File: config.mk
export PLATFORM = sky130hd
export DESIGN_NAME = scs_clock_synth
export DESIGN_NICKNAME = d
export VERILOG_FILES = /design/src/rtl/scs_pkg.sv /design/src/rtl/scs_pll.sv /design/src/rtl/scs_odiv.sv /design/src/rtl/scs_clock_synth.sv
export SDC_FILE = /design/constraint.sdc
export NUM_CORES = 2
export LEC_CHECK = 0
export BUFFER_PORTS_ARGS = -buffer_cell sky130_fd_sc_hd__buf_2
export CAP_MARGIN = 20
export CORE_MARGIN = 5
export CORE_UTILIZATION = 58
export CTS_CLUSTER_DIAMETER = 200
export CTS_CLUSTER_SIZE = 30
export DETAILED_ROUTE_END_ITERATION = 8
export PLACE_DENSITY = 0.77
export SLEW_MARGIN = 20
export SYNTH_ARGS = -nofsm -noshare
export SYNTH_HDL_FRONTEND = slang
export SYNTH_SLANG_ARGS = --single-unit
File: constraint.sdc
create_clock -name SYS_CLK -period 10.5 [get_ports SYS_CLK]
set_input_delay 1.05 -clock SYS_CLK [delete_from_list [all_inputs] [get_ports SYS_CLK]]
set_output_delay 1.05 -clock SYS_CLK [all_outputs]
set_load 0.005 [all_outputs]
File: src/rtl/scs_pkg.sv
// shared constants, config layout and types for the serial clock synthesizer
package scs_pkg;

   // ==========================================
   // sizes
   localparam int CFG_BITS = 160;
   localparam int NUM_PLL = 4;
   localparam int NUM_DIV = 6;
   localparam int NUM_OUT = 9;
   localparam int PER_BITS = 16;
   localparam int ACC_BITS = 28;

   // ==========================================
   // pin positions in the synchroniser vector
   localparam int IN_DATA = 0;
   localparam int IN_SHIFT = 1;
   localparam int IN_STROBE = 2;
   localparam int IN_PD = 3;
   localparam int IN_REF = 4;
   localparam int IN_BITS = 5;

   // ==========================================
   // field values
   localparam logic [4:0] RATIO_MIN = 5'h02;
   localparam logic [4:0] RATIO_MAX = 5'h14;
   localparam logic [2:0] SEL_REF = 3'h6;
   localparam logic [2:0] SEL_OFF = 3'h7;
   localparam logic [15:0] PER_MAX = 16'hffff;

   // ==========================================
   // timing
   localparam int LOCK_TIME_MS = 10;
   localparam longint SYS_CLK_HZ = 200000000;
   localparam int LOCK_CYCLES = int'(LOCK_TIME_MS * SYS_CLK_HZ / 1000);

   // ==========================================
   // configuration word, msb first on the wire
   typedef struct packed {
      logic [10:0] m_minus1;
      logic [9:0] n_minus1;
   } scs_pll_cfg_t;

   typedef struct packed {
      logic [1:0] src;
      logic [4:0] ratio;
   } scs_div_cfg_t;

   typedef struct packed {
      logic [6:0] spare;
      scs_pll_cfg_t [3:0] pll;
      scs_div_cfg_t [5:0] div;
      logic [8:0][2:0] sel;
   } scs_cfg_t;

   localparam scs_cfg_t CFG_RESET = '0;

   typedef enum logic {ST_IDLE, ST_LOCKING} scs_lock_t;

   // output divider value held within 2..20
   function automatic logic [4:0] scs_ratio_eff(input logic [4:0] r);
      if (r < RATIO_MIN) begin
         return RATIO_MIN;
      end else if (r > RATIO_MAX) begin
         return RATIO_MAX;
      end
      return r;
   endfunction : scs_ratio_eff

endpackage : scs_pkg

File: src/rtl/scs_pll.sv
// digital frequency synthesis loop: tick rate is ref * m / n
`timescale 1ns/1ps
`default_nettype none
module scs_pll (
   input wire logic clk,
   input wire logic rst,
   input wire logic run,
   input wire logic [15:0] period,
   input wire scs_pkg::scs_pll_cfg_t cfg,
   output logic tick
);
   import scs_pkg::*;

   logic [ACC_BITS-1:0] acc;
   logic [ACC_BITS-1:0] limit;
   logic [ACC_BITS-1:0] sum;
   logic [11:0] m_eff;
   logic [10:0] n_eff;

   assign m_eff = {1'b0, cfg.m_minus1} + 12'h001;
   assign n_eff = {1'b0, cfg.n_minus1} + 11'h001;
   // n reference periods span period*n steps of m
   assign limit = ACC_BITS'(period) * ACC_BITS'(n_eff);
   assign sum = acc + ACC_BITS'(m_eff);

   always_ff @(posedge clk) begin
      if (rst || !run) begin
         acc <= '0;
         tick <= 1'b0;
      end else if (sum >= limit) begin
         acc <= sum - limit;
         tick <= 1'b1;
      end else begin
         acc <= sum;
         tick <= 1'b0;
      end
   end
endmodule : scs_pll
`default_nettype wire

File: src/rtl/scs_odiv.sv
// output divider: divides pll ticks by 2..20, near 50% duty
`timescale 1ns/1ps
`default_nettype none
module scs_odiv (
   input wire logic clk,
   input wire logic rst,
   input wire logic restart,
   input wire logic tick,
   input wire logic [4:0] ratio,
   output logic level
);
   import scs_pkg::*;

   logic [4:0] cnt;
   logic [4:0] next_cnt;

   assign next_cnt = (cnt >= ratio - 5'h01) ? 5'h00 : cnt + 5'h01;

   always_ff @(posedge clk) begin
      if (rst || restart) begin
         cnt <= 5'h00;
         level <= 1'b0;
      end else if (tick) begin
         cnt <= next_cnt;
         level <= next_cnt < (ratio >> 1);
      end
   end
endmodule : scs_odiv
`default_nettype wire

File: src/rtl/scs_clock_synth.sv
// serial configured quad pll clock synthesizer, digital model
`timescale 1ns/1ps
`default_nettype none
module scs_clock_synth #(
   parameter int unsigned LOCK_WAIT = scs_pkg::LOCK_CYCLES
) (
   input wire logic SYS_CLK,
   input wire logic RESET,
   input wire logic SERIAL_DATA,
   input wire logic SHIFT_CLOCK,
   input wire logic LOAD_STROBE,
   input wire logic POWER_DOWN_TRISTATE_N,
   input wire logic REFERENCE_INPUT,
   output logic [8:0] OUTPUT_CLOCK,
   output logic [8:0] OUTPUT_CLOCK_OE
);
   import scs_pkg::*;

   // ==========================================
   // input synchronisers
   logic [IN_BITS-1:0] pins;
   logic [IN_BITS-1:0] sync1;
   logic [IN_BITS-1:0] sync2;
   logic [IN_BITS-1:0] sync3;
   logic data_s;
   logic strobe_s;
   logic pd_s;
   logic ref_s;
   logic shift_rise;
   logic strobe_rise;
   logic ref_rise;

   assign pins[IN_DATA] = SERIAL_DATA;
   assign pins[IN_SHIFT] = SHIFT_CLOCK;
   assign pins[IN_STROBE] = LOAD_STROBE;
   assign pins[IN_PD] = POWER_DOWN_TRISTATE_N;
   assign pins[IN_REF] = REFERENCE_INPUT;

   always_ff @(posedge SYS_CLK) begin
      if (RESET) begin
         sync1 <= '0;
         sync2 <= '0;
         sync3 <= '0;
      end else begin
         sync1 <= pins;
         sync2 <= sync1;
         sync3 <= sync2;
      end
   end

   assign data_s = sync2[IN_DATA];
   assign strobe_s = sync2[IN_STROBE];
   assign pd_s = sync2[IN_PD];
   assign ref_s = sync2[IN_REF];
   assign shift_rise = sync2[IN_SHIFT] && !sync3[IN_SHIFT];
   assign strobe_rise = strobe_s && !sync3[IN_STROBE];
   assign ref_rise = ref_s && !sync3[IN_REF];

   // ==========================================
   // serial shift register and transparent latch
   logic [CFG_BITS-1:0] shift_reg;
   logic [CFG_BITS-1:0] next_shift;
   scs_cfg_t cfg_latch;
   logic load_evt;

   assign next_shift = shift_rise ?
      {shift_reg[CFG_BITS-2:0], data_s} : shift_reg;
   assign load_evt = strobe_s && (strobe_rise || shift_rise);

   always_ff @(posedge SYS_CLK) begin
      if (RESET) begin
         shift_reg <= '0;
      end else begin
         shift_reg <= next_shift;
      end
   end

   // follows the shifter whenever load is high
   always_ff @(posedge SYS_CLK) begin
      if (RESET) begin
         cfg_latch <= CFG_RESET;
      end else if (strobe_s) begin
         cfg_latch <= scs_cfg_t'(next_shift);
      end
   end

   // ==========================================
   // relock timer: new settings take over after the lock time
   scs_lock_t state;
   logic [31:0] lock_cnt;
   logic apply_now;
   scs_cfg_t active;
   logic configured;

   assign apply_now = state == ST_LOCKING && lock_cnt == 32'h0 &&
      !load_evt;

   always_ff @(posedge SYS_CLK) begin
      if (RESET) begin
         state <= ST_IDLE;
         lock_cnt <= 32'h0;
      end else if (load_evt) begin
         state <= ST_LOCKING;
         lock_cnt <= 32'(LOCK_WAIT - 1);
      end else begin
         case (state)
            ST_LOCKING: begin
               if (lock_cnt == 32'h0) begin
                  state <= ST_IDLE;
               end else begin
                  lock_cnt <= lock_cnt - 32'h1;
               end
            end
            default: begin
               state <= ST_IDLE;
            end
         endcase
      end
   end

   always_ff @(posedge SYS_CLK) begin
      if (RESET) begin
         active <= CFG_RESET;
         configured <= 1'b0;
      end else if (apply_now) begin
         active <= cfg_latch;
         configured <= 1'b1;
      end
   end

   // ==========================================
   // reference period measurement
   logic [PER_BITS-1:0] per_cnt;
   logic [PER_BITS-1:0] period;
   logic ref_seen;
   logic period_ok;
   logic run;

   always_ff @(posedge SYS_CLK) begin
      if (RESET) begin
         per_cnt <= '0;
         period <= '0;
         ref_seen <= 1'b0;
         period_ok <= 1'b0;
      end else if (ref_rise) begin
         per_cnt <= '0;
         ref_seen <= 1'b1;
         if (ref_seen) begin
            period <= per_cnt + 16'h0001;
            period_ok <= 1'b1;
         end
      end else if (per_cnt != PER_MAX) begin
         per_cnt <= per_cnt + 16'h0001;
      end
   end

   // synthesis halts while powered down
   assign run = pd_s && period_ok;

   // ==========================================
   // four plls and six output divider units
   logic [NUM_PLL-1:0] pll_tick;
   logic [NUM_DIV-1:0] div_level;
   logic [NUM_DIV-1:0] restart;
   logic div_rst;

   assign div_rst = RESET || !pd_s;

   genvar gp;
   generate
      for (gp = 0; gp < NUM_PLL; gp++) begin : g_pll
         scs_pll u_pll (
            .clk(SYS_CLK),
            .rst(RESET),
            .run(run),
            .period(period),
            .cfg(active.pll[gp]),
            .tick(pll_tick[gp])
         );
      end
   endgenerate

   genvar gd;
   generate
      for (gd = 0; gd < NUM_DIV; gd++) begin : g_div
         // a changed divider restarts; same divider keeps phase
         assign restart[gd] = apply_now &&
            scs_ratio_eff(cfg_latch.div[gd].ratio) !=
            scs_ratio_eff(active.div[gd].ratio);
         scs_odiv u_odiv (
            .clk(SYS_CLK),
            .rst(div_rst),
            .restart(restart[gd]),
            .tick(pll_tick[active.div[gd].src]),
            .ratio(scs_ratio_eff(active.div[gd].ratio)),
            .level(div_level[gd])
         );
      end
   endgenerate

   // ==========================================
   // output selection: one of six units, reference or off
   always_ff @(posedge SYS_CLK) begin
      if (RESET) begin
         OUTPUT_CLOCK <= '0;
      end else begin
         for (int k = 0; k < NUM_OUT; k++) begin
            if (!configured) begin
               OUTPUT_CLOCK[k] <= ref_s;
            end else begin
               case (active.sel[k])
                  SEL_REF: OUTPUT_CLOCK[k] <= ref_s;
                  SEL_OFF: OUTPUT_CLOCK[k] <= 1'b0;
                  default: begin
                     OUTPUT_CLOCK[k] <= div_level[active.sel[k]];
                  end
               endcase
            end
         end
      end
   end

   always_ff @(posedge SYS_CLK) begin
      if (RESET) begin
         OUTPUT_CLOCK_OE <= '0;
      end else begin
         OUTPUT_CLOCK_OE <= {NUM_OUT{pd_s}};
      end
   end
endmodule : scs_clock_synth
`default_nettype wire

==> impl_metrics.toml <==
[worst_setup_path]
end_kind = "register"
crit_type = "register to register"
slowest_stage = "dfxtp_1"
critPathLaunchType = "register"
slowest_delay_ns = 0.83
critPathRequiredTime_ns = 11.02
arrival_ns = 10.21
crit_fanout = 24
cpMostUsedCell = "fa_1"

[sta]
setup_viol = 0
hold_viol_final = 0
worst_slew_pin_slew_ns = 1.12
finalCritPeriodShare_pct = 92.3
drv_slew = 0
clock_skew_ns = 0.0285
tns_ns = 0
rsz0062_at_grt = "no"
holdWs_ns = 0.447
timing.slew.headroom_pct = 25.3
fin_crit_ns = 9.69
fmax_mhz = 103

[clocking]
cts_setup_buffers = 0
clkTransAtPathRegs_ns = 0.14
ctsHoldBuffers = 0
cts_buffers = 27
post_cts_resize_count = 0
clk_latency_ns = 0.67
clock-sinks = 702
cts_tree = "done"
clockBufferDepth = 3
htree_num_levels = 1
cts_root_buf = "clkbuf_16"

[final_layout]
layout-drive-gt1-share_pct = 3.01
n_antenna_cell = 0
area_delta_synth_final_pct = 3.17
nets = 7756
fill_cells = 8898
utilization_pct = 60.1
fin_area_um2 = 61000

[place]
post-dp-hpwl_um = 96600
port-buffer-count = 24
gp_congestion = 0.884
place_area_um2 = 60200

[global_routing]
grt_pass1_vias = 45708
grt_pass1_wl_um = 218000
grt_max_degree = 209
antenna_found_initial = 0
grt-ovfl-total = 0
grtUsageTotal_pct = 23.5

[yosys]
synthCells = 6972
synth-edff-count = 0
yosys.area.top_type_share_pct = 23.8
synthAdderAreaFrac_pct = 27.6
syn_nets = 7977
ys_seq_area_share_pct = 23.8
synth_area_leaders = "dfxtp_1 (24%), fa_1 (17%), ha_1 (10%)"
synth.cell_area_um2 = 59100
ys_warn_count = 0
synth_simple_gate_area_share_pct = 18.4
ys_types = 79
synth_top_family_by_area = "adder cells"
synth_compound_area_share_pct = 12.3
syn_area_per_cell_um2 = 8.48
synth.ff_latch_count = 702
synth_top_area_cell = "dfxtp_1"
synth-xor-area-share_pct = 5.84
yosysMostFrequentCell = "nand2_1"
yosys-top-cells-count = "nand2_1 (877), dfxtp_1 (702), inv_1 (686)"
synthMuxAreaShare_pct = 5.28
synth_ff_type = "dfxtp_1"
async_flop_share_pct = 0

[pwr]
power.density_nw_per_um2 = 76.0
leakagePower_nw = 27.2
peakVddDrop_mv = 0.175
total_power_mw = 4.63

[run]
cap_viol_max_count = 0

[detailed_routing]
routed_wl_um = 128000
detail_route.wl_per_cell_um = 15.8
antenna_left = 0
vias_per_cell = 5.62
drt_iter0_markers = 2638
first_pass_iters = 5
via_count = 45651
route.detailed.drc = 0

[die]
die_area_um2 = 108000
core_area_um2 = 101000
fp.dieH_um = 329
io_pins = 25
rows = 117
fp.dieW_um = 329
start_util_pct = 58.3

[min_path]
min_path_type = "register to register"

[outcome]
status = "finished clean"
==> layout by cell type, fill, tap and decap left out, types with 13 or more instances in the layout <==
cell type | netlist | layout
dfxtp_1 | 702 | 701
o21a_1 | 44 | 44
a21o_1 | 91 | 91
a31oi_1 | 27 | 27
mux2_2 | 14 | 14
buf_2 | 26 | 23
o211ai_1 | 19 | 19
xnor2_1 | 257 | 257
and3_1 | 27 | 27
or2_2 | 13 | 13
and2_1 | 306 | 306
nor2b_1 | 93 | 92
a21boi_0 | 18 | 18
nand2b_1 | 81 | 80
ha_1 | 490 | 490
mux2i_1 | 262 | 262
nand4_1 | 32 | 32
nor2_1 | 670 | 670
nor3_1 | 87 | 87
clkbuf_16 | 0 | 27
or3_1 | 23 | 23
xor2_1 | 137 | 137
buf_4 | 17 | 81
nand3_1 | 118 | 118
a21oi_1 | 446 | 445
nor4_1 | 17 | 17
fa_1 | 508 | 508
a211oi_1 | 194 | 194
inv_1 | 686 | 686
o21bai_1 | 35 | 35
o21ai_0 | 162 | 162
mux4_2 | 15 | 15
nand2_1 | 877 | 876
==> power by group <==
group          switching, mW  total (mW)  internal [mW]  leakage (nW)
registers             0.0396        2.75           2.71          5.68
logic                  0.313       0.535          0.222          21.1
clock network          0.854        1.35          0.500         0.365
total                   1.21        4.63           3.43          27.2
==> path summary, 6_finish.rpt <==
kind,from,to,cells past startpoint,slack (ns)
max,active[90],g_pll[1].u_pll.acc[18],31,0.81
min,cfg_latch[118],active[118],2,0.45
max reg2reg,active[90],g_pll[1].u_pll.acc[18],31,0.81
min reg2reg,cfg_latch[118],active[118],2,0.45
==> metrics by stage <==
stage	setup slack, ns	std cells
2_1_floorplan	2.21	6972
3_3_place_gp	0.912	8090
3_5_place_dp	0.789	8090
4_1_cts	0.753	8121
5_1_grt	0.161	8121
6_report	0.808	8121
==> per-layer routing <==
metal | vias to the layer above | share of wire [%] | track usage (%)
li1 | 22470 | - | -
met1 | 22018 | 44 | 30.9
met2 | 977 | 48 | 41.4
met3 | 186 | 4.9 | 2.87
met4 | 0 | 2.5 | 5.63
met5 | - | 0 | 0
==> area by class of cell <==
cell class	count	area (um^2)	share of cell area [%]
clock inverter	3	66.3	0.109
multi-input combinational	5225	41100	67.4
timing repair buffer	109	818	1.34
clock buffer	28	679	1.11
inverter	686	2570	4.22
sequential	702	14100	23.1
tap	1368	1710	2.81
==> logic make-up after synthesis <==
logic type / after synthesis
buffers and inverters: 1045
AO/OA/AOI/OAI: 1158
adder cells (fa/ha/maj): 998
flip-flops: 702
multiplexers: 291
AND/OR/NAND/NOR: 2384
XOR/XNOR: 394
==> critical path: cells and delay by family (launching register included) <==
| kind | cells | cell delay, ns |
|---|---|---|
| fa+ha+maj | 8 | 3.41 |
| compound gates | 8 | 2.64 |
| simple gates | 8 | 1.11 |
| flops | 1 | 0.83 |
| xor+xnor | 2 | 0.69 |
| buf+inv | 4 | 0.58 |
| mux | 1 | 0.25 |
(Power assumes the default switching activity.)
